--- src/duart_cfg.svh ---
`ifndef DUART_CFG_SVH
`define DUART_CFG_SVH
// ----------------------------------------
// Register offsets within a channel
// ----------------------------------------
`define DUART_OFS_DATA      3'h0
`define DUART_OFS_IEN       3'h1
`define DUART_OFS_IST       3'h2
`define DUART_OFS_LCTL      3'h3
`define DUART_OFS_MCTL      3'h4
`define DUART_OFS_LST       3'h5
`define DUART_OFS_MST       3'h6
`define DUART_OFS_SCR       3'h7
// ----------------------------------------
// Field positions and special values
// ----------------------------------------
`define DUART_LCTL_DIV_BIT   7
`define DUART_LCTL_ENH_KEY   8'hBF
`define DUART_EFEAT_ENH_BIT  4
`define DUART_MCTL_IRINV_BIT 2
// Masks of the extended bits, gated by the enhanced enable
`define DUART_IEN_EXT_MASK   8'hF0
`define DUART_IST_EXT_MASK   8'h30
`define DUART_QCTL_EXT_MASK  8'h30
`define DUART_MCTL_EXT_MASK  8'hE0
// Fraction register has two unused top bits
`define DUART_DIVFR_MASK     8'h3F
// ----------------------------------------
// Reset values
// ----------------------------------------
`define DUART_RST_ZERO      8'h00
`define DUART_RST_LCTL      8'h00
`endif

--- src/duart_pkg.sv ---
package duart_pkg;
  // Byte wide register value
  typedef logic [7:0] duart_byte_t;
  // Register selected by the decoder for one access
  typedef enum {
    DUART_SEL_DATA, DUART_SEL_DIVLO, DUART_SEL_DIVHI, DUART_SEL_DIVFR, DUART_SEL_REV,
    DUART_SEL_DEV, DUART_SEL_IEN, DUART_SEL_IST, DUART_SEL_LCTL, DUART_SEL_MCTL,
    DUART_SEL_LST, DUART_SEL_MST, DUART_SEL_SCR, DUART_SEL_EFEAT, DUART_SEL_RES1,
    DUART_SEL_RES2, DUART_SEL_PAU1, DUART_SEL_PAU2
  } duart_sel_t;
endpackage

--- src/duart_regs.sv ---
`timescale 1ns/1ps
`include "duart_cfg.svh"
// Summary of operation
// - Two channels, each own registers, 3-bit address
// - Chip select routes access to one channel
// - Address 0 normal: read receive, write transmit
// - Divisor latch set: addresses 0,1 divisor bytes
// - Address 2 fraction divisor when divisor latch set, not key value, and enhanced enabled
// - Zero divisor with divisor latch set, not key value: address 0 reads revision code
// - Zero divisor with divisor latch set, not key value: address 1 reads device code
// - Address 1 normal: interrupt enable register
// - Address 2: read status, write queue control
// - Line control always at 3; modem at 4
// - Addresses 5,6 read line and modem status
// - Address 7 scratch register, no side effect
// - Key value opens enhanced feature at 2
// - Key value: flow characters at 4 to 7
// - Extended bits act only when enhanced enabled
// - Modem control bit 2 inverts infrared input
module duart_regs #(
  parameter int                  NUM_CH     = 2,     // Channel count
  parameter duart_pkg::duart_byte_t REV_CODE = 8'h01, // Revision, arbitrary value
  parameter duart_pkg::duart_byte_t DEV_CODE = 8'h5A  // Device code, arbitrary value
) (
  input  wire logic                   mclk,               // Host bus clock
  input  wire logic                   resetn,             // Synchronous reset
  input  wire logic                   channel_a_select_n, // Channel A select
  input  wire logic                   channel_b_select_n, // Channel B select
  input  wire logic [2:0]             addr,               // Register address
  input  wire logic                   wr_en,              // Write strobe
  input  wire logic                   rd_en,              // Read strobe
  input  wire duart_pkg::duart_byte_t wr_data,            // Write data
  input  wire duart_pkg::duart_byte_t rx_hold_a,          // Receive byte A
  input  wire duart_pkg::duart_byte_t rx_hold_b,          // Receive byte B
  input  wire duart_pkg::duart_byte_t int_stat_a,         // Interrupt status A
  input  wire duart_pkg::duart_byte_t int_stat_b,         // Interrupt status B
  input  wire duart_pkg::duart_byte_t line_stat_a,        // Line status A
  input  wire duart_pkg::duart_byte_t line_stat_b,        // Line status B
  input  wire duart_pkg::duart_byte_t modem_stat_a,       // Modem status A
  input  wire duart_pkg::duart_byte_t modem_stat_b,       // Modem status B
  input  wire logic                   ir_rx_a,            // Infrared input A pin
  input  wire logic                   ir_rx_b,            // Infrared input B pin
  output duart_pkg::duart_byte_t      rd_data,            // Read data
  output logic                        tx_load_a,          // Transmit write pulse A
  output logic                        tx_load_b,          // Transmit write pulse B
  output duart_pkg::duart_byte_t      tx_byte,            // Transmit byte
  output logic                        rx_read_a,          // Receive read pulse A
  output logic                        rx_read_b,          // Receive read pulse B
  output logic                        qctl_load_a,        // Queue control pulse A
  output logic                        qctl_load_b,        // Queue control pulse B
  output duart_pkg::duart_byte_t      qctl_byte,          // Queue control byte
  output logic                        ir_rx_dec_a,        // Corrected infrared A
  output logic                        ir_rx_dec_b         // Corrected infrared B
);
  import duart_pkg::*;

  initial begin
    if (NUM_CH != 2) $error("duart_regs serves exactly two channels");
  end

  // ----------------------------------------
  // Channel select and per-channel storage
  // ----------------------------------------
  // Exactly one select low picks a channel; both low is refused
  wire        sel_a = !channel_a_select_n && channel_b_select_n;
  wire        sel_b = !channel_b_select_n && channel_a_select_n;
  wire        any_sel = sel_a || sel_b;
  wire        ch = sel_b;                                       // Channel index

  // Per-channel registers, one array slot per channel
  duart_byte_t lctl_q  [NUM_CH];    // Line control
  duart_byte_t ien_q   [NUM_CH];    // Interrupt enable
  duart_byte_t divlo_q [NUM_CH];    // Baud divisor low byte
  duart_byte_t divhi_q [NUM_CH];    // Baud divisor high byte
  duart_byte_t divfr_q [NUM_CH];    // Baud divisor fraction
  duart_byte_t efeat_q [NUM_CH];    // Enhanced feature
  duart_byte_t mctl_q  [NUM_CH];    // Modem control
  duart_byte_t scr_q   [NUM_CH];    // Scratch, no effect on the channel
  duart_byte_t flow_q  [NUM_CH][4]; // Resume 1, resume 2, pause 1, pause 2

  // ----------------------------------------
  // Helper functions
  // ----------------------------------------
  // Enhanced enable masks extended bits of a value
  function automatic duart_byte_t ext_gate(input duart_byte_t v, input duart_byte_t m,
                                           input logic en);
    ext_gate = en ? v : (v & ~m);
  endfunction

  // Channel B value when the B select won, else channel A
  function automatic duart_byte_t pick_ch(input logic b, input duart_byte_t va,
                                          input duart_byte_t vb);
    pick_ch = b ? vb : va;
  endfunction

  // ----------------------------------------
  // Decode
  // ----------------------------------------
  // State of the selected channel that steers the address map
  wire duart_byte_t lctl_cur = lctl_q[ch];                      // Selected line control
  wire        lctl_div = lctl_cur[`DUART_LCTL_DIV_BIT];           // Divisor latch bit
  wire        key_open = (lctl_cur == `DUART_LCTL_ENH_KEY);
  wire        dlab     = lctl_div && !key_open;
  wire        enh_en   = efeat_q[ch][`DUART_EFEAT_ENH_BIT];
  wire        div_zero = (divlo_q[ch] == 8'h00) && (divhi_q[ch] == 8'h00);
  // Identification codes only in the plain divisor view, never behind the key
  wire        id_view  = dlab && div_zero;

  // Register selected by address and line control state
  // The key value has the divisor bit set, so 0 and 1 stay divisor bytes there
  duart_sel_t sel;
  always_comb begin
    sel = DUART_SEL_SCR;
    case (addr)
      `DUART_OFS_DATA: sel = lctl_div ? DUART_SEL_DIVLO : DUART_SEL_DATA;
      `DUART_OFS_IEN:  sel = lctl_div ? DUART_SEL_DIVHI : DUART_SEL_IEN;
      `DUART_OFS_IST:  sel = key_open ? DUART_SEL_EFEAT :
                             (dlab && enh_en) ? DUART_SEL_DIVFR :
                             DUART_SEL_IST;
      `DUART_OFS_LCTL: sel = DUART_SEL_LCTL;
      `DUART_OFS_MCTL: sel = key_open ? DUART_SEL_RES1 : DUART_SEL_MCTL;
      `DUART_OFS_LST:  sel = key_open ? DUART_SEL_RES2 : DUART_SEL_LST;
      `DUART_OFS_MST:  sel = key_open ? DUART_SEL_PAU1 : DUART_SEL_MST;
      `DUART_OFS_SCR:  sel = key_open ? DUART_SEL_PAU2 : DUART_SEL_SCR;
      default:         sel = DUART_SEL_SCR;
    endcase
  end

  // Read view: zero divisor swaps in identification codes
  // Write-only queue control has no readback; its address shows status
  duart_byte_t rd_mux;
  always_comb begin
    rd_mux = 8'h00;
    case (sel)
      DUART_SEL_DATA:  rd_mux = pick_ch(ch, rx_hold_a, rx_hold_b);
      DUART_SEL_DIVLO: rd_mux = id_view ? REV_CODE : divlo_q[ch];
      DUART_SEL_DIVHI: rd_mux = id_view ? DEV_CODE : divhi_q[ch];
      DUART_SEL_DIVFR: rd_mux = divfr_q[ch];
      DUART_SEL_IEN:   rd_mux = ext_gate(ien_q[ch], `DUART_IEN_EXT_MASK, enh_en);
      DUART_SEL_IST:   rd_mux = ext_gate(pick_ch(ch, int_stat_a, int_stat_b),
                                         `DUART_IST_EXT_MASK, enh_en);
      DUART_SEL_LCTL:  rd_mux = lctl_cur;
      DUART_SEL_MCTL:  rd_mux = ext_gate(mctl_q[ch], `DUART_MCTL_EXT_MASK, enh_en);
      DUART_SEL_LST:   rd_mux = pick_ch(ch, line_stat_a, line_stat_b);
      DUART_SEL_MST:   rd_mux = pick_ch(ch, modem_stat_a, modem_stat_b);
      DUART_SEL_SCR:   rd_mux = scr_q[ch];
      DUART_SEL_EFEAT: rd_mux = efeat_q[ch];
      DUART_SEL_RES1:  rd_mux = flow_q[ch][0];
      DUART_SEL_RES2:  rd_mux = flow_q[ch][1];
      DUART_SEL_PAU1:  rd_mux = flow_q[ch][2];
      DUART_SEL_PAU2:  rd_mux = flow_q[ch][3];
      default:         rd_mux = 8'h00;
    endcase
  end

  // ----------------------------------------
  // Access strobes
  // ----------------------------------------
  // Write and read take effect in a selected channel only
  wire wr_go   = wr_en && any_sel;
  wire rd_go   = rd_en && any_sel;
  // Datapath events decoded once and shared by the strobe flops
  wire data_wr = wr_go && (sel == DUART_SEL_DATA);
  wire data_rd = rd_go && (sel == DUART_SEL_DATA);
  wire qctl_wr = wr_go && (sel == DUART_SEL_IST);
  // Extended bits are dropped on write while the enhanced enable is off;
  // cheaper than storing them, but a later enable does not revive them
  wire duart_byte_t ien_wv  = ext_gate(wr_data, `DUART_IEN_EXT_MASK, enh_en);
  wire duart_byte_t mctl_wv = ext_gate(wr_data, `DUART_MCTL_EXT_MASK, enh_en);
  wire duart_byte_t qctl_wv = ext_gate(wr_data, `DUART_QCTL_EXT_MASK, enh_en);

  // ----------------------------------------
  // Register storage
  // ----------------------------------------
  // Status selections have no storage so writes there fall away
  always_ff @(posedge mclk) begin
    if (!resetn) begin
      // All channels cleared together
      for (int i = 0; i < NUM_CH; i++) begin
        lctl_q[i]  <= `DUART_RST_LCTL;
        ien_q[i]   <= `DUART_RST_ZERO;
        divlo_q[i] <= `DUART_RST_ZERO;
        divhi_q[i] <= `DUART_RST_ZERO;
        divfr_q[i] <= `DUART_RST_ZERO;
        efeat_q[i] <= `DUART_RST_ZERO;
        mctl_q[i]  <= `DUART_RST_ZERO;
        scr_q[i]   <= `DUART_RST_ZERO;
        for (int j = 0; j < 4; j++) flow_q[i][j] <= `DUART_RST_ZERO;
      end
    end else if (wr_go) begin
      // Only the selected channel's slot is touched
      case (sel)
        DUART_SEL_LCTL:  lctl_q[ch]    <= wr_data;
        DUART_SEL_IEN:   ien_q[ch]     <= ien_wv;
        DUART_SEL_DIVLO: divlo_q[ch]   <= wr_data;
        DUART_SEL_DIVHI: divhi_q[ch]   <= wr_data;
        DUART_SEL_DIVFR: divfr_q[ch]   <= wr_data & `DUART_DIVFR_MASK;
        DUART_SEL_EFEAT: efeat_q[ch]   <= wr_data;
        DUART_SEL_MCTL:  mctl_q[ch]    <= mctl_wv;
        DUART_SEL_SCR:   scr_q[ch]     <= wr_data;
        DUART_SEL_RES1:  flow_q[ch][0] <= wr_data;
        DUART_SEL_RES2:  flow_q[ch][1] <= wr_data;
        DUART_SEL_PAU1:  flow_q[ch][2] <= wr_data;
        DUART_SEL_PAU2:  flow_q[ch][3] <= wr_data;
        default: ;
      endcase
    end
  end

  // ----------------------------------------
  // Registered outputs and strobes
  // ----------------------------------------
  // Read data and pulses land one cycle after the strobe
  always_ff @(posedge mclk) begin
    if (!resetn) begin
      rd_data     <= 8'h00;
      tx_load_a   <= 1'b0;
      tx_load_b   <= 1'b0;
      rx_read_a   <= 1'b0;
      rx_read_b   <= 1'b0;
      qctl_load_a <= 1'b0;
      qctl_load_b <= 1'b0;
      tx_byte     <= 8'h00;
      qctl_byte   <= 8'h00;
    end else begin
      // Idle bus reads as zero, so a stale byte never lingers
      rd_data     <= rd_go ? rd_mux : 8'h00;
      tx_load_a   <= data_wr && !ch;
      tx_load_b   <= data_wr && ch;
      rx_read_a   <= data_rd && !ch;
      rx_read_b   <= data_rd && ch;
      qctl_load_a <= qctl_wr && !ch;
      qctl_load_b <= qctl_wr && ch;
      // Bytes hold until the next load of their kind
      if (data_wr) tx_byte <= wr_data;
      if (qctl_wr) qctl_byte <= qctl_wv;
    end
  end

  // ----------------------------------------
  // Infrared input polarity
  // ----------------------------------------
  // Pins are asynchronous, so two flops before the invert
  logic [1:0] ira_sync_q;  // Channel A synchroniser
  logic [1:0] irb_sync_q;  // Channel B synchroniser
  always_ff @(posedge mclk) begin
    if (!resetn) begin
      ira_sync_q  <= 2'b00;
      irb_sync_q  <= 2'b00;
      ir_rx_dec_a <= 1'b0;
      ir_rx_dec_b <= 1'b0;
    end else begin
      ira_sync_q  <= {ira_sync_q[0], ir_rx_a};
      irb_sync_q  <= {irb_sync_q[0], ir_rx_b};
      ir_rx_dec_a <= ira_sync_q[1] ^ mctl_q[0][`DUART_MCTL_IRINV_BIT];
      ir_rx_dec_b <= irb_sync_q[1] ^ mctl_q[1][`DUART_MCTL_IRINV_BIT];
    end
  end

  // ----------------------------------------
  // Assertions
  // ----------------------------------------
  // Line control is reachable whatever its value
  a_lctl_always_write: assert property (@(posedge mclk) disable iff (!resetn)
    wr_go && addr == `DUART_OFS_LCTL |=> lctl_q[$past(ch)] == $past(wr_data))
    else $error("line control write lost");
  // Transmit load only from the plain data view
  a_tx_only_normal: assert property (@(posedge mclk) disable iff (!resetn)
    (tx_load_a || tx_load_b) |-> $past(addr) == `DUART_OFS_DATA
    && !$past(lctl_div))
    else $error("transmit load at wrong selection");
  // Both selects low must not reach either channel
  a_no_dual_sel: assert property (@(posedge mclk) disable iff (!resetn)
    !channel_a_select_n && !channel_b_select_n && wr_en
    |=> !tx_load_a && !tx_load_b && !qctl_load_a && !qctl_load_b)
    else $error("write taken with both selects");
  // Unselected reads return zero
  a_no_sel_read: assert property (@(posedge mclk) disable iff (!resetn)
    rd_en && !any_sel |=> rd_data == 8'h00)
    else $error("read answered without a select");
  a_rev_zero_div: assert property (@(posedge mclk) disable iff (!resetn)
    rd_go && addr == `DUART_OFS_DATA && dlab && div_zero |=> rd_data == REV_CODE)
    else $error("revision code not returned");
  a_dev_zero_div: assert property (@(posedge mclk) disable iff (!resetn)
    rd_go && addr == `DUART_OFS_IEN && dlab && div_zero |=> rd_data == DEV_CODE)
    else $error("device code not returned");
  // Behind the key the divisor low byte shows, never the revision
  a_key_div_plain: assert property (@(posedge mclk) disable iff (!resetn)
    rd_go && addr == `DUART_OFS_DATA && key_open |=> rd_data == $past(divlo_q[ch]))
    else $error("identification shown behind key");
  a_efeat_key: assert property (@(posedge mclk) disable iff (!resetn)
    rd_go && addr == `DUART_OFS_IST && key_open |=> rd_data == $past(efeat_q[ch]))
    else $error("enhanced feature not at key");
  // Fraction keeps only its six low bits
  a_frac_mask: assert property (@(posedge mclk) disable iff (!resetn)
    wr_go && sel == DUART_SEL_DIVFR
    |=> divfr_q[$past(ch)] == ($past(wr_data) & `DUART_DIVFR_MASK))
    else $error("fraction write wrong");
  a_ien_ext_gate: assert property (@(posedge mclk) disable iff (!resetn)
    rd_go && sel == DUART_SEL_IEN && !enh_en |=> rd_data[7:4] == 4'h0)
    else $error("extended enable bits leak");
  a_ir_invert: assert property (@(posedge mclk) disable iff (!resetn)
    ##3 ir_rx_dec_a == ($past(ir_rx_a, 3) ^ $past(mctl_q[0][`DUART_MCTL_IRINV_BIT])))
    else $error("infrared polarity wrong");
  a_status_ro: assert property (@(posedge mclk) disable iff (!resetn)
    wr_go && sel == DUART_SEL_LST |=> $stable(scr_q[0]) && $stable(scr_q[1]))
    else $error("status write disturbed scratch");
  // A channel A write leaves channel B untouched
  a_scr_chan_iso: assert property (@(posedge mclk) disable iff (!resetn)
    wr_go && sel == DUART_SEL_SCR && !ch |=> $stable(scr_q[1]))
    else $error("channel write leaked across");
  c_key_open:    cover property (@(posedge mclk) wr_go && key_open && sel == DUART_SEL_PAU2);
  c_frac_wr:     cover property (@(posedge mclk) wr_go && sel == DUART_SEL_DIVFR);
  c_chan_b_tx:   cover property (@(posedge mclk) tx_load_b);
  c_id_read:     cover property (@(posedge mclk) rd_go && id_view && addr == `DUART_OFS_DATA);
  c_chan_b_qctl: cover property (@(posedge mclk) qctl_load_b);
endmodule // duart_regs

--- config.mk ---
export PLATFORM = sky130hd
export DESIGN_NAME = duart_regs
export DESIGN_NICKNAME = d
export VERILOG_FILES = /design/src/duart_pkg.sv /design/src/duart_regs.sv
export VERILOG_INCLUDE_DIRS = /design/src
export SDC_FILE = /design/constraint.sdc
export NUM_CORES = 1
export LEC_CHECK = 0
export ABC_AREA = 1
export BUFFER_PORTS_ARGS = -buffer_cell sky130_fd_sc_hd__buf_2
export CORE_MARGIN = 4
export CORE_UTILIZATION = 53
export DETAILED_ROUTE_END_ITERATION = 12
export PLACE_DENSITY_LB_ADDON = 0.08
export SYNTH_ARGS = -nofsm -noshare
export SYNTH_HDL_FRONTEND = slang
export SYNTH_SLANG_ARGS = --single-unit
--- constraint.sdc ---
create_clock -name mclk -period 2.7 [get_ports mclk]
set_input_delay 0.27 -clock mclk [delete_from_list [all_inputs] [get_ports mclk]]
set_output_delay 0.27 -clock mclk [all_outputs]
set_load 0.02 [all_outputs]
Word-level counts from Yosys, hierarchy flattened
Memory sizes are Yosys's and may differ from the RTL's.
Cells that the tools add are included.
W data, S select, Z words.
- register bits after elaboration: 36
- latch bits: 0
- RAM bits: 188
- memory bits (read-only): 0
- bits of input ports: 83
- output and inout bits: 32
- logic and storage cells: 183
- memories kept: 9
- memory list (memory ; words ; width ; rd ports ; clocked after memory_dff ; wr ports ; line ; RTL):
    flow_q ; 2 ; 32 ; 1 ; 0 ; 2 ; duart_regs.sv:79 ; duart_byte_t flow_q [NUM_CH][4];
    divhi_q ; 2 ; 8 ; 1 ; 0 ; 2 ; duart_regs.sv:74 ; duart_byte_t divhi_q [NUM_CH];
    divlo_q ; 2 ; 8 ; 1 ; 0 ; 2 ; duart_regs.sv:73 ; duart_byte_t divlo_q [NUM_CH];
    efeat_q ; 2 ; 8 ; 1 ; 0 ; 2 ; duart_regs.sv:76 ; duart_byte_t efeat_q [NUM_CH];
    ien_q ; 2 ; 8 ; 1 ; 0 ; 2 ; duart_regs.sv:72 ; duart_byte_t ien_q [NUM_CH];
    lctl_q ; 2 ; 8 ; 1 ; 0 ; 2 ; duart_regs.sv:71 ; duart_byte_t lctl_q [NUM_CH];
    3 more memories ; - ; - ; - ; - ; - ; - ;
- add/sub/neg operators: 0
- multipliers: 0
- div/mod/pow operators: 0
- $lt $le $gt $ge: 0
- equality and inequality tests: 24
- shifts and indexed selects: 0
- muxes and demuxes: 98
- bitwise logic cells: 2
- reductions and logical operators: 37
- operator list (kind ; number):
    $eq A32 B4 Y1 const B ; 9
    $pmux W32 S8 ; 1
    $mux W8 ; 17
    $pmux W8 S16 ; 1
    $mux W1 ; 67
    $eq A32 B2 Y1 const B ; 2
    $eq A32 B3 Y1 const B ; 2
    $eq A32 B5 Y1 const B ; 2
    $logic_not A32 Y1 ; 2
    $reduce_or A8 Y1 ; 7
    $eq A32 B1 Y1 const B ; 1
    $mux W32 ; 1
    $reduce_or A32 Y1 ; 1
    $mux W6 ; 3
    $logic_and A1 B1 Y1 ; 17
    $logic_not A8 Y1 ; 2
    $eq A3 B3 Y1 const B ; 4
    $mux W3 ; 4
    $mux W5 ; 2
    $eq A8 B8 Y1 const B ; 1
    $mux W4 ; 2
    $eq A3 B2 Y1 const B ; 2
    $reduce_or A6 Y1 ; 1
    $logic_not A1 Y1 ; 4
    5 further kinds ; 6

Longest topological paths before layout
Gate-level depths: netlist of the first run.
An unclocked memory read counts as a cell.
- word-level depth: 17
- gate-level depth with buffers: 22
- mapped depth without buffers: 20

Least setup slack after synthesis of the first run
No wires, ideal clock.
- path kind: in2reg
- start: input port channel_b_select_n
- end: memory flow_q[1][24] (netlist bit) (enable)
- library setup time: 384 ps
- arrival time: 2434 ps
- path slack: -118 ps
- cell stages on the path: 16
- cell sequence: inv_1 ha_1 buf_6 inv_6 buf_6 nand2_2 nand2_2 nand2_2 nor2_8 nand4_1 nand2_1 nand2_4 nor2_8 nand3_2 buf_4 o21ai_0
- RTL lines (element ; line ; RTL):
    start, declared ; duart_regs.sv:28 ; input wire logic channel_b_select_n,
    end, declared ; duart_regs.sv:79 ;

==> summary.log, run 1 <==
[placement] placer congestion estimate 0.912
[route] via count 8787
[worst_setup_path] reg-to-reg slack, setup 0.22 ns
[die] initial core utilization 53.8%
[timing] final hold vios 0
[pwr] share of power burned in registers 51.0%
[layout] fraction of layout cells with a size suffix above 1 22.6%
[route] number of nets with antenna violations after detailed routing 0
[yosys] portion of the post-synthesis area used by sequential elements 58.5%
[pwr] part of the power in the clock network 38.8%
[cts] number of buffers inserted to repair setup after CTS 0
[layout] Util after Layout 64.3%
[yosys] netlist area before placement 10900 sq um
[placement] Final HPWL DP 20900 microns
[yosys] cell accounting for the most synthesized area edfxtp_1
[cts] sinks on the clock net 224
[route] via-per-instance ratio 5.37
[yosys] largest cells by area after synthesis edfxtp_1, nand2_1, nor2_1
[layout] Inserted Diodes 0
[route] average detailed-routed wire length per instance 18.2 microns
[timing] worst clock skew 0.00963 ns
[timing] number of endpoints failing setup at the final stage 0
[worst_setup_path] critical path startpoint category flip-flop
[pwr] total chip power 7630 uW
[layout] number of nets in the final layout 1432
[pwr] VDD IR max 0.000433 V
[die] Std-Cell Rows 52
[route] first-iteration detailed-routing DRC count 623
[outcome] result of the run completed
[die] I/O pin cnt 115
[layout] Syn-to-layout area delta 19.7%
[run] number of max-cap violations 0
[cts] TritonCTS clock tree yes
[grt] via count of the first global-routing pass 8353
[cts] CTS root buf clkbuf_16
[worst_setup_path] critical path data required time 2.92 ns
[yosys] synthesis-stage register bit count 224
[die] Placeable Area 20200 sq um
[route] DR DRC count 0
[die] floorplan die area 22900 sq um
[grt] pin count of the biggest net entering global routing 49
[route] number of iterations in the first detailed-routing pass 5
[grt] Global Route Usage Sum 26.1%
[grt] number of antenna violations at the first check in global routing 0
[timing] Max Clk Rate 404 MHz
[grt] overflow left after global routing 0
[yosys] syn_area_per_cell 9.19 sq um
[timing] final clock period utilization by the worst path 91.7%
[placement] port buffer count 114
[cts] clock buffers created by TritonCTS 23
[timing] unrepaired setup endpoints after global routing no
[yosys] Yosys warning total 0
[cts] Worst-path clk slew 0.06 ns
[pwr] Cell Int Power 5800 uW
[worst_setup_path] Worst Setup Path Type flip-flop to flip-flop
[pwr] net switching share of the total power 24.0%
[yosys] Post-Synthesis Net Count 1267
[die] y dimension of the die 151 microns
[worst_setup_path] endpoint kind of the worst setup timing path flip-flop
[pwr] combinational share of power 10.2%
[yosys] post-synthesis cell type count 42
[hold_path] type of the tightest min-delay check input port to flip-flop
[cts] worst skew pair latency 0.51 ns
[route] final WL 29700 microns
[timing] actual slew at the worst max-slew pin 0.833 ns
[pwr] LEAKAGE 0.00572 uW
[yosys] share of Yosys cell area claimed by the top area cell type 51.9%
[timing] final worst path period need 2.48 ns
[cts] number of H-tree levels 1
[pwr] switching power of the nets 1830 uW
[die] Die Span X 151 microns
[worst_setup_path] critical path peak fanout 7
[cts] number of buffers on the longest clock path 3
[worst_setup_path] arrival time of data at the critical path endpoint 2.70 ns
[grt] first-pass GRT wire length 45700 microns
[timing] max-slew violation count 0
[pwr] power density of the placed cells 586 nW/um^2
[timing] relative slew slack 44.4%
[yosys] synthesized instance count 1183
-- worst max-delay path, stage by stage, from the launching register on --
cell	delay, ns
edfxtp_1	0.38
inv_1	0.08
nand2_1	0.06
nand2_1	0.08
nand2_1	0.09
nor2_4	0.17
nand2_4	0.10
nand2_1	0.08
nand2_2	0.06
nand2_4	0.10
inv_2	0.08
nor3_2	0.22
nand2_1	0.14
nand3_4	0.17
nand3_4	0.10
nand2_1	0.12
buf_4	0.16
-- power by group through the flow --
stage	Sequential (uW)	Combinational (uW)	Clock, uW
final	3890	780	2960
after global routing	3900	853	3160
after CTS	3890	776	3010
after detailed placement	3960	771	0
after global placement	3960	765	0
after floorplan	3960	436	0
-- kinds of logic after synthesis --
kind of cell	count (synthesis)	synth area share (%)
compound gates	115	6.45
xor+xnor	2	0.161
fa+ha+maj	1	0.115
buf+inv	135	5.13
flops	224	58.5
mux	15	1.38
simple gates	691	28.2
-- layer usage --
| metal | global-route usage [%] | part of all wire (%) | vias to the layer above |
|---|---|---|---|
| met5 | 0 | 0 | - |
| met4 | 4.81 | 1.2 | 0 |
| met3 | 3.74 | 8.2 | 35 |
| met2 | 43.7 | 47 | 364 |
| met1 | 36.8 | 43 | 4106 |
| li1 | - | - | 4282 |
-- cell usage after synthesis --
cell type / number
a21oi_1: 36
a21oi_2: 1
buf_1: 1
buf_2: 13
buf_4: 4
buf_6: 2
clkbuf_1: 40
clkinv_1: 2
dfxtp_1: 36
edfxtp_1: 188
ha_1: 1
inv_1: 69
inv_2: 3
inv_6: 1
mux2i_1: 15
nand2_1: 292
nand2_2: 6
nand2_4: 4
nand3_1: 56
nand3_2: 4
nand3_4: 4
nand3b_1: 12
nand4_1: 13
nor2_1: 230
nor2_2: 13
nor2_4: 1
nor2_8: 2
nor3_1: 17
nor3_2: 2
nor3_4: 1
nor4_1: 1
o2111ai_1: 1
o211ai_1: 29
o21ai_0: 26
o21ai_1: 2
o21ai_2: 3
o22ai_1: 7
o31ai_1: 9
o32ai_1: 1
or2_1: 1
or2_2: 32
xnor2_1: 2
-- cell usage in the layout, fill, tap and decap left out, types with 3 or more instances in the layout --
cell	n
buf_2	114
edfxtp_1	188
nand4_1	13
nand3_2	4
o211ai_1	29
nand3b_1	12
nand2_4	4
o21ai_2	3
nand2_2	6
clkinv_1	5
nand3_4	4
inv_2	3
inv_1	69
nor2_2	14
clkbuf_1	7
o31ai_1	9
dfxtp_1	36
nand3_1	56
buf_12	11
nand2_1	292
nor3_1	17
buf_4	73
o21ai_0	25
clkbuf_16	24
nor2_1	229
o22ai_1	7
mux2i_1	15
clkinv_2	4
or2_2	32
a21oi_1	36
o21ai_1	3
-- flip-flops by register name, indices dropped and copies added, names as in the netlist, 2 cells and up --
| name | cells |
|---|---|
| divfr_q | 12 |
| divhi_q | 16 |
| divlo_q | 16 |
| efeat_q | 16 |
| flow_q | 64 |
| ien_q | 16 |
| ira_sync_q | 2 |
| irb_sync_q | 2 |
| lctl_q | 16 |
| mctl_q | 16 |
| qctl_byte | 8 |
| rd_data | 8 |
| scr_q | 16 |
| tx_byte | 8 |
-- layout make-up --
class                      instances  area, sq um
inverter                          75          287
tap                              270          338
clock buffer                      33          654
clock inverter                     9         46.3
fill                            1669         7220
timing repair buffer             200         1360
multi-input combinational        824         3970
sequential                       224         6370
-- through the flow --
stage | hold WS, ns | setup slack, ns | instances | setup TNS, ns | cell area (sq um)
3_3_place_gp | 0.394 | 0.0244 | 1591 | 0 | 12300
6_report | 0.134 | 0.225 | 1635 | 0 | 13000
5_1_grt | 0.132 | 0.0534 | 1635 | 0 | 13000
4_1_cts | 0.119 | 0.237 | 1635 | 0 | 13000
3_5_place_dp | 0.402 | -0.0260 | 1591 | -0.351 | 12300
2_1_floorplan | 0.368 | 0.0499 | 1183 | 0 | 10900
-- repair_timing --
action,in CTS,in global routing
resized for setup,0,0
endpoints found under the hold margin,2,0
hold buffers,2,0
-- worst paths after layout --
kind / start / endpoint / cells after the start
worst max register to register: lctl_q[0][6] / flow_q[0][2] / 16
worst max-delay path: lctl_q[0][6] / flow_q[0][2] / 16
worst min-delay path: rd_en / rx_read_a / 3
worst min register to register: ira_sync_q[0] / ira_sync_q[1] / 2
(Power assumes the default switching activity.)
==> run 2: changes to the inputs <==
--- a/config.mk
+++ b/config.mk
@@ -8,6 +8,7 @@
 export LEC_CHECK = 0
 export ABC_AREA = 1
 export BUFFER_PORTS_ARGS = -buffer_cell sky130_fd_sc_hd__buf_2
+export CORE_ASPECT_RATIO = 1.5
 export CORE_MARGIN = 4
 export CORE_UTILIZATION = 53
 export DETAILED_ROUTE_END_ITERATION = 12
==> constraint.sdc (replaced) <==
create_clock -name mclk -period 2.2 [get_ports mclk]
set_input_delay 0.22 -clock mclk [delete_from_list [all_inputs] [get_ports mclk]]
set_output_delay 0.22 -clock mclk [all_outputs]
set_load 0.02 [all_outputs]
==> run 2 against run 1 <==
Against the previous run:
- the flow now finishes with violations (negative setup slack)
- clock skew hardly changed
- combinational power is 44% higher
- register-to-register slack worse by 0.47 ns
- total power is 23% higher
- clock power is 17% higher
- hold slack worse by 0.12 ns
- clock-buffer cell count is 5 lower
- sequential cell count stayed put
- final area is 6.9% higher
- critical endpoint is now flow_q[1][15]
- highest routed layer unchanged
==> summary.log, run 2 (synthesis results as in run 1) <==
[grt] Global Route Usage Sum 27.2% [was 26.1%]
[run] number of max-cap violations 0 [unchanged]
[worst_setup_path] critical path peak fanout 8 [was 7]
[outcome] violations in the final reports negative setup slack
[route] via-per-instance ratio 5.46 [was 5.37]
[route] first-iteration detailed-routing DRC count 732 [was 623]
[timing] Setup WS post-layout -0.241 ns [was 0.225 ns]
[layout] flip-flop count of the largest register after layout 64 [unchanged]
[hold_path] type of the tightest min-delay check input port to flip-flop [unchanged]
[timing] number of endpoints failing setup at the final stage 219 [was 0]
[grt] overflow left after global routing 0 [unchanged]
[timing] Max Clk Rate 410 MHz [was 404 MHz]
[die] Die Span X 125 microns [was 151 microns]
[layout] leading cell types in the layout, fill and taps excluded nand2_1, nor2_1, edfxtp_1 [unchanged]
[pwr] combinational share of power 11.9% [was 10.2%]
[worst_setup_path] endpoint kind of the worst setup timing path flip-flop [unchanged]
[worst_setup_path] reg-to-reg slack, setup -0.24 ns [was 0.22 ns]
[pwr] switching power of the nets 2260 uW [was 1830 uW]
[timing] unrepaired setup endpoints after global routing yes [was no]
[pwr] power density of the placed cells 673 nW/um^2 [was 586 nW/um^2]
[cts] sinks on the clock net 224 [unchanged]
[placement] port buffer count 114 [unchanged]
[worst_setup_path] cell count of the worst reg-to-reg path 15 [was 16]
[layout] fillers 1573 [was 1669]
[route] number of iterations in the first detailed-routing pass 6 [was 5]
[grt] pin count of the biggest net entering global routing 65 [was 49]
[die] Placeable Area 19900 sq um [was 20200 sq um]
[outcome] result of the run finished with violations [was completed]
[placement] placer congestion estimate 0.958 [was 0.912]
[grt] number of antenna violations at the first check in global routing 1 [was 0]
[grt] first-pass GRT wire length 48300 microns [was 45700 microns]
[timing] worst clock skew 0.00947 ns [was 0.00963 ns]
[cts] worst skew pair latency 0.50 ns [was 0.51 ns]
[worst_setup_path] critical path startpoint category flip-flop [unchanged]
[die] initial core utilization 54.5% [was 53.8%]
[pwr] total chip power 9370 uW [was 7630 uW]
[route] number of nets with antenna violations after detailed routing 0 [unchanged]
[route] via count 9171 [was 8787]
[pwr] share of power burned in registers 51.0% [about the same]
[route] final WL 31800 microns [was 29700 microns]
[die] Std-Cell Rows 63 [was 52]
[layout] most common cell after layout, fill and taps aside nand2_1 [unchanged]
[pwr] VDD IR max 0.000676 V [was 0.000433 V]
[cts] TritonCTS clock tree yes [unchanged]
[timing] actual slew at the worst max-slew pin 0.918 ns [was 0.833 ns]
[worst_setup_path] arrival time of data at the critical path endpoint 2.62 ns [was 2.70 ns]
[timing] final clock period utilization by the worst path 111% [was 91.7%]
[cts] number of H-tree levels 1 [unchanged]
[die] floorplan die area 22900 sq um [about the same]
[placement] Final HPWL DP 22800 microns [was 20900 microns]
[cts] Worst-path clk slew 0.07 ns [was 0.06 ns]
[layout] register ranked first by flip-flop count flow_q [unchanged]
[timing] relative slew slack 38.8% [was 44.4%]
[cts] number of buffers on the longest clock path 3 [unchanged]
[pwr] Cell Int Power 7110 uW [was 5800 uW]
[layout] final standard cell area without fillers 13900 sq um [was 13000 sq um]
[timing] max-slew violation count 0 [unchanged]
[cts] clock buffers created by TritonCTS 20 [was 23]
[die] y dimension of the die 183 microns [was 151 microns]
[worst_setup_path] critical path data required time 2.38 ns [was 2.92 ns]
[layout] fraction of layout cells with a size suffix above 1 31.4% [was 22.6%]
[timing] final hold vios 0 [unchanged]
[hold_path] cell depth of the worst hold path 3 [unchanged]
[route] average detailed-routed wire length per instance 18.9 microns [was 18.2 microns]
[cts] CTS root buf clkbuf_16 [unchanged]
[placement] Setup WS pre-CTS -0.566 ns [was -0.0260 ns]
[layout] number of nets in the final layout 1490 [was 1432]
[pwr] part of the power in the clock network 37.1% [was 38.8%]
[route] DR DRC count 0 [unchanged]
[timing] final worst path period need 2.44 ns [was 2.48 ns]
[die] I/O pin cnt 115 [unchanged]
[worst_setup_path] Worst Setup Path Type flip-flop to flip-flop [unchanged]
[placement] cell area after placement 12800 sq um [was 12300 sq um]
[pwr] net switching share of the total power 24.1% [was 24.0%]
[grt] via count of the first global-routing pass 8920 [was 8353]
[pwr] LEAKAGE 0.00610 uW [was 0.00572 uW]
[layout] Syn-to-layout area delta 28.0% [was 19.7%]
## run 2: path summary, 6_finish.rpt
check,startpoint,to
worst max-delay path,lctl_q[0][6],flow_q[1][15]
worst min-delay path,rd_en,rx_read_b
worst max register to register,lctl_q[0][6],flow_q[1][15]
worst min register to register,ira_sync_q[0],ira_sync_q[1]
## run 2: area by class of cell
type,instances,area (sq um),share of cell area [%]
Clock buffer,28,582,4.18
Sequential cell,224,6370,45.7
Antenna cell,1,2.50,0.0180
Multi-Input combinational cell,825,4420,31.8
Clock inverter,8,73.8,0.530
Timing Repair Buffer,260,1830,13.2
Inverter,75,317,2.27
Tap cell,260,325,2.34
## run 2: critical path, cell delays in order (launching register included)
cell	delay (ns)
edfxtp_1	0.37
inv_1	0.07
nand2_1	0.06
nand2_2	0.08
nand2_2	0.07
nor2_4	0.16
nand2_4	0.11
o21ai_2	0.09
nand4_1	0.21
nand2_2	0.17
inv_2	0.08
nand3_2	0.07
nand3_2	0.13
nand2_2	0.10
inv_2	0.09
nor2_4	0.27
## run 2: power groups by stage
| stage | sequential, uW | combinational (uW) | clock [uW] |
|---|---|---|---|
| 2_1_floorplan | 4860 | 569 | 0 |
| 3_3_place_gp | 4870 | 1030 | 0 |
| 3_5_place_dp | 4870 | 1040 | 0 |
| 4_1_cts | 4780 | 1080 | 3520 |
| 5_1_grt | 4790 | 1210 | 3680 |
| 6_report | 4780 | 1120 | 3470 |
## run 2: per-layer routing
metal | GRT usage, % | up-vias | part of all wire, %
li1 | - | 4392 | -
met1 | 32.2 | 4327 | 37
met4 | 10.7 | 0 | 4.1
met3 | 3.02 | 73 | 6.8
met5 | 0 | - | 0
met2 | 50.4 | 379 | 53
## run 2: what timing repair did
item / 4_1_cts / 5_1_grt
hold buffers: 3 / 0
endpoints found under the hold margin: 3 / 0
endpoints found under the setup margin: 222 / 253
resized for setup: 42 / 51
buffers inserted: 5 / 6
cloned: 1 / 0
pin swaps: 16 / 12
## run 2: metrics by stage
| step | hold WS (ns) | setup TNS, ns | std cells | utilization [%] |
|---|---|---|---|---|
| floorplan | 0.318 | -26.23 | 1183 | - |
| global placement | 0.393 | -92.77 | 1629 | 64.1 |
| detailed placement | 0.402 | -109.59 | 1629 | 64.1 |
| CTS | 0.0527 | -17.41 | 1674 | 68.7 |
| global route | 0.0232 | -58.56 | 1681 | 69.8 |
| finish | 0.0189 | -25.65 | 1681 | 69.8 |
==> run 3: changes to the inputs <==
--- a/config.mk
+++ b/config.mk
@@ -13,6 +13,7 @@
 export CORE_UTILIZATION = 53
 export DETAILED_ROUTE_END_ITERATION = 12
 export PLACE_DENSITY_LB_ADDON = 0.08
+export SKIP_CTS_REPAIR_TIMING = 1
 export SYNTH_ARGS = -nofsm -noshare
 export SYNTH_HDL_FRONTEND = slang
 export SYNTH_SLANG_ARGS = --single-unit
==> constraint.sdc (replaced) <==
create_clock -name mclk -period 2.2 [get_ports mclk]
set_input_delay 0.55 -clock mclk [delete_from_list [all_inputs] [get_ports mclk]]
set_output_delay 0.55 -clock mclk [all_outputs]
set_load 0.02 [all_outputs]
==> run 3 against run 2 <==
Against the previous run:
- the run still ends with negative setup slack left
- clock power is 6.1% higher
- clock skew up 0.00088 ns
- clock-buffer cell count fell by 4
- total power rose by 2.6%
- register-to-register slack improved by 0.02 ns
- final area increased by 2.1%
- critical path type is now input port to flip-flop
- sequential share of layout area fell by 0.95 points
==> summary.log, run 3 (synthesis results as in run 1) <==
[cts] sinks on the clock net 224 [unchanged]
[layout] Syn-to-layout area delta 30.7% [was 28.0%]
[die] y dimension of the die 183 microns [unchanged]
[cts] clock buffers created by TritonCTS 21 [was 20]
[timing] max-slew violation count 0 [unchanged]
[layout] register ranked first by flip-flop count flow_q [unchanged]
[pwr] LEAKAGE 0.00613 uW [was 0.00610 uW]
[die] floorplan die area 22900 sq um [unchanged]
[timing] final clock period utilization by the worst path 114% [was 111%]
[worst_setup_path] critical path startpoint category input port [was flip-flop]
[grt] number of antenna violations at the first check in global routing 1 [unchanged]
[worst_setup_path] Worst Setup Path Type input port to flip-flop [was flip-flop to flip-flop]
[layout] flip-flop count of the largest register after layout 64 [unchanged]
[placement] placer congestion estimate 0.926 [was 0.958]
[placement] Final HPWL DP 23100 microns [was 22800 microns]
[timing] final worst path period need 2.52 ns [was 2.44 ns]
[cts] TritonCTS clock tree yes [unchanged]
[die] initial core utilization 54.5% [unchanged]
[timing] final hold vios 0 [unchanged]
[route] DR DRC count 0 [unchanged]
[die] Std-Cell Rows 63 [unchanged]
[timing] Max Clk Rate 397 MHz [was 410 MHz]
[placement] placed instance count 1629 [unchanged]
[placement] Setup WS pre-CTS -0.853 ns [was -0.566 ns]
[grt] overflow left after global routing 0 [unchanged]
[cts] CTS root buf clkbuf_16 [unchanged]
[placement] cell area after placement 12900 sq um [was 12800 sq um]
[cts] number of buffers on the longest clock path 3 [unchanged]
[grt] Global Route Usage Sum 27.2% [about the same]
[layout] number of nets in the final layout 1489 [was 1490]
[layout] fraction of layout cells with a size suffix above 1 33.6% [was 31.4%]
[grt] first-pass GRT wire length 48600 microns [was 48300 microns]
[worst_setup_path] endpoint kind of the worst setup timing path flip-flop [unchanged]
[layout] Post-Layout Cell Count 1680 [was 1681]
[worst_setup_path] critical path peak fanout 8 [unchanged]
[route] via count 9139 [was 9171]
[outcome] result of the run finished with violations [unchanged]
[hold_path] type of the tightest min-delay check input port to flip-flop [unchanged]
[worst_setup_path] critical path data required time 2.43 ns [was 2.38 ns]
[cts] Worst-path clk slew 0.06 ns [was 0.07 ns]
[route] final WL 32400 microns [was 31800 microns]
[route] number of iterations in the first detailed-routing pass 5 [was 6]
[timing] setup TNS -49.19 ns [was -25.65 ns]
[die] Placeable Area 19900 sq um [unchanged]
[outcome] violations in the final reports negative setup slack [unchanged]
[worst_setup_path] arrival time of data at the critical path endpoint 2.75 ns [was 2.62 ns]
[cts] number of H-tree levels 1 [unchanged]
[die] Die Span X 125 microns [unchanged]
[timing] relative slew slack 40.5% [was 38.8%]
[cts] worst skew pair latency 0.50 ns [about the same]
[layout] fillers 1539 [was 1573]
[grt] pin count of the biggest net entering global routing 74 [was 65]
[route] number of nets with antenna violations after detailed routing 0 [unchanged]
[pwr] VDD IR max 0.000606 V [was 0.000676 V]
[route] first-iteration detailed-routing DRC count 723 [was 732]
[layout] leading cell types in the layout, fill and taps excluded nand2_1, nor2_1, edfxtp_1 [unchanged]
[grt] via count of the first global-routing pass 8926 [was 8920]
[run] number of max-cap violations 0 [unchanged]
[route] via-per-instance ratio 5.44 [was 5.46]
[route] average detailed-routed wire length per instance 19.3 microns [was 18.9 microns]
[layout] FF/Latch Area 6370 sq um [unchanged]
[timing] worst clock skew 0.0103 ns [was 0.00947 ns]
[layout] most common cell after layout, fill and taps aside nand2_1 [unchanged]
[timing] actual slew at the worst max-slew pin 0.892 ns [was 0.918 ns]
[layout] final standard cell area without fillers 14200 sq um [was 13900 sq um]
[timing] Setup WS post-layout -0.319 ns [was -0.241 ns]
[placement] port buffer count 114 [unchanged]
[timing] unrepaired setup endpoints after global routing yes [unchanged]
[pwr] power density of the placed cells 676 nW/um^2 [was 673 nW/um^2]
[die] I/O pin cnt 115 [unchanged]
[layout] Multi-input gate area 4570 sq um [was 4420 sq um]
[timing] number of endpoints failing setup at the final stage 242 [was 219]
-- run 3: cell count changes in the layout (fill, tap and decap cells not counted), sizes merged --
cell / previous run / this run
clkbuf: 28 / 25
dlygate4sd3: 3 / 0
clkinv: 9 / 11
inv: 72 / 74
bufinv: 1 / 2
clkinvlp: 1 / 2
nand2: 303 / 302
-- run 3: worst paths after layout --
kind / cells after the start / end / slack (ns) / startpoint
setup / recovery: 19 / flow_q[0][18] / -0.32 / channel_b_select_n
hold / removal: 3 / irb_sync_q[0] / 0.24 / ir_rx_b
setup reg to reg: 15 / flow_q[0][18] / -0.22 / lctl_q[1][6]
hold reg to reg: 2 / irb_sync_q[1] / 0.42 / irb_sync_q[0]
-- run 3: report_power, final --
part / total [uW] / internal, uW / switching [uW]
clock network: 3680 / 2120 / 1550
registers: 4780 / 4730 / 45.9
logic: 1160 / 417 / 740
total: 9610 / 7270 / 2340
-- run 3: area by class of cell --
cell class / count / area share, %
Timing Repair inverter: 1 / 0.0616
Multi-Input combinational cell: 824 / 32.2
Inverter: 75 / 2.24
Tap cell: 260 / 2.29
Clock buffer: 24 / 4.07
Timing Repair Buffer: 258 / 13.5
Clock inverter: 13 / 0.854
Sequential cell: 224 / 44.8
Antenna cell: 1 / 0.0176
-- run 3: stage by stage --
stage	util, %	power (uW)	hold WS [ns]
2_1_floorplan	-	5450	0.390
3_3_place_gp	64.6	5910	0.403
3_5_place_dp	64.6	5930	0.406
4_1_cts	68.1	9550	0.229
5_1_grt	71.3	9920	0.240
6_report	71.3	9610	0.242
-- run 3: critical path: stages --
cell	delay [ns]
buf_8	0.09
inv_12	0.03
ha_4	0.16
buf_12	0.14
clkinv_8	0.06
nand2_2	0.05
nand2_2	0.07
nand2_2	0.07
nor2_4	0.17
nand2_4	0.12
o21ai_2	0.08
nand4_1	0.21
nand2_2	0.19
nor2_4	0.07
o21ai_4	0.17
nand3_4	0.16
nand3_4	0.14
buf_12	0.16
nor2_2	0.03
-- run 3: per-layer routing --
| metal | vias up | routed length [microns] | share of wire [%] | GRT usage (%) |
|---|---|---|---|---|
| met5 | - | 0 | 0 | 0 |
| li1 | 4401 | - | - | - |
| met3 | 78 | 1540 | 4.8 | 3.34 |
| met4 | 0 | 1390 | 4.3 | 11.2 |
| met1 | 4373 | 12700 | 39 | 33.4 |
| met2 | 287 | 16900 | 52 | 48.8 |
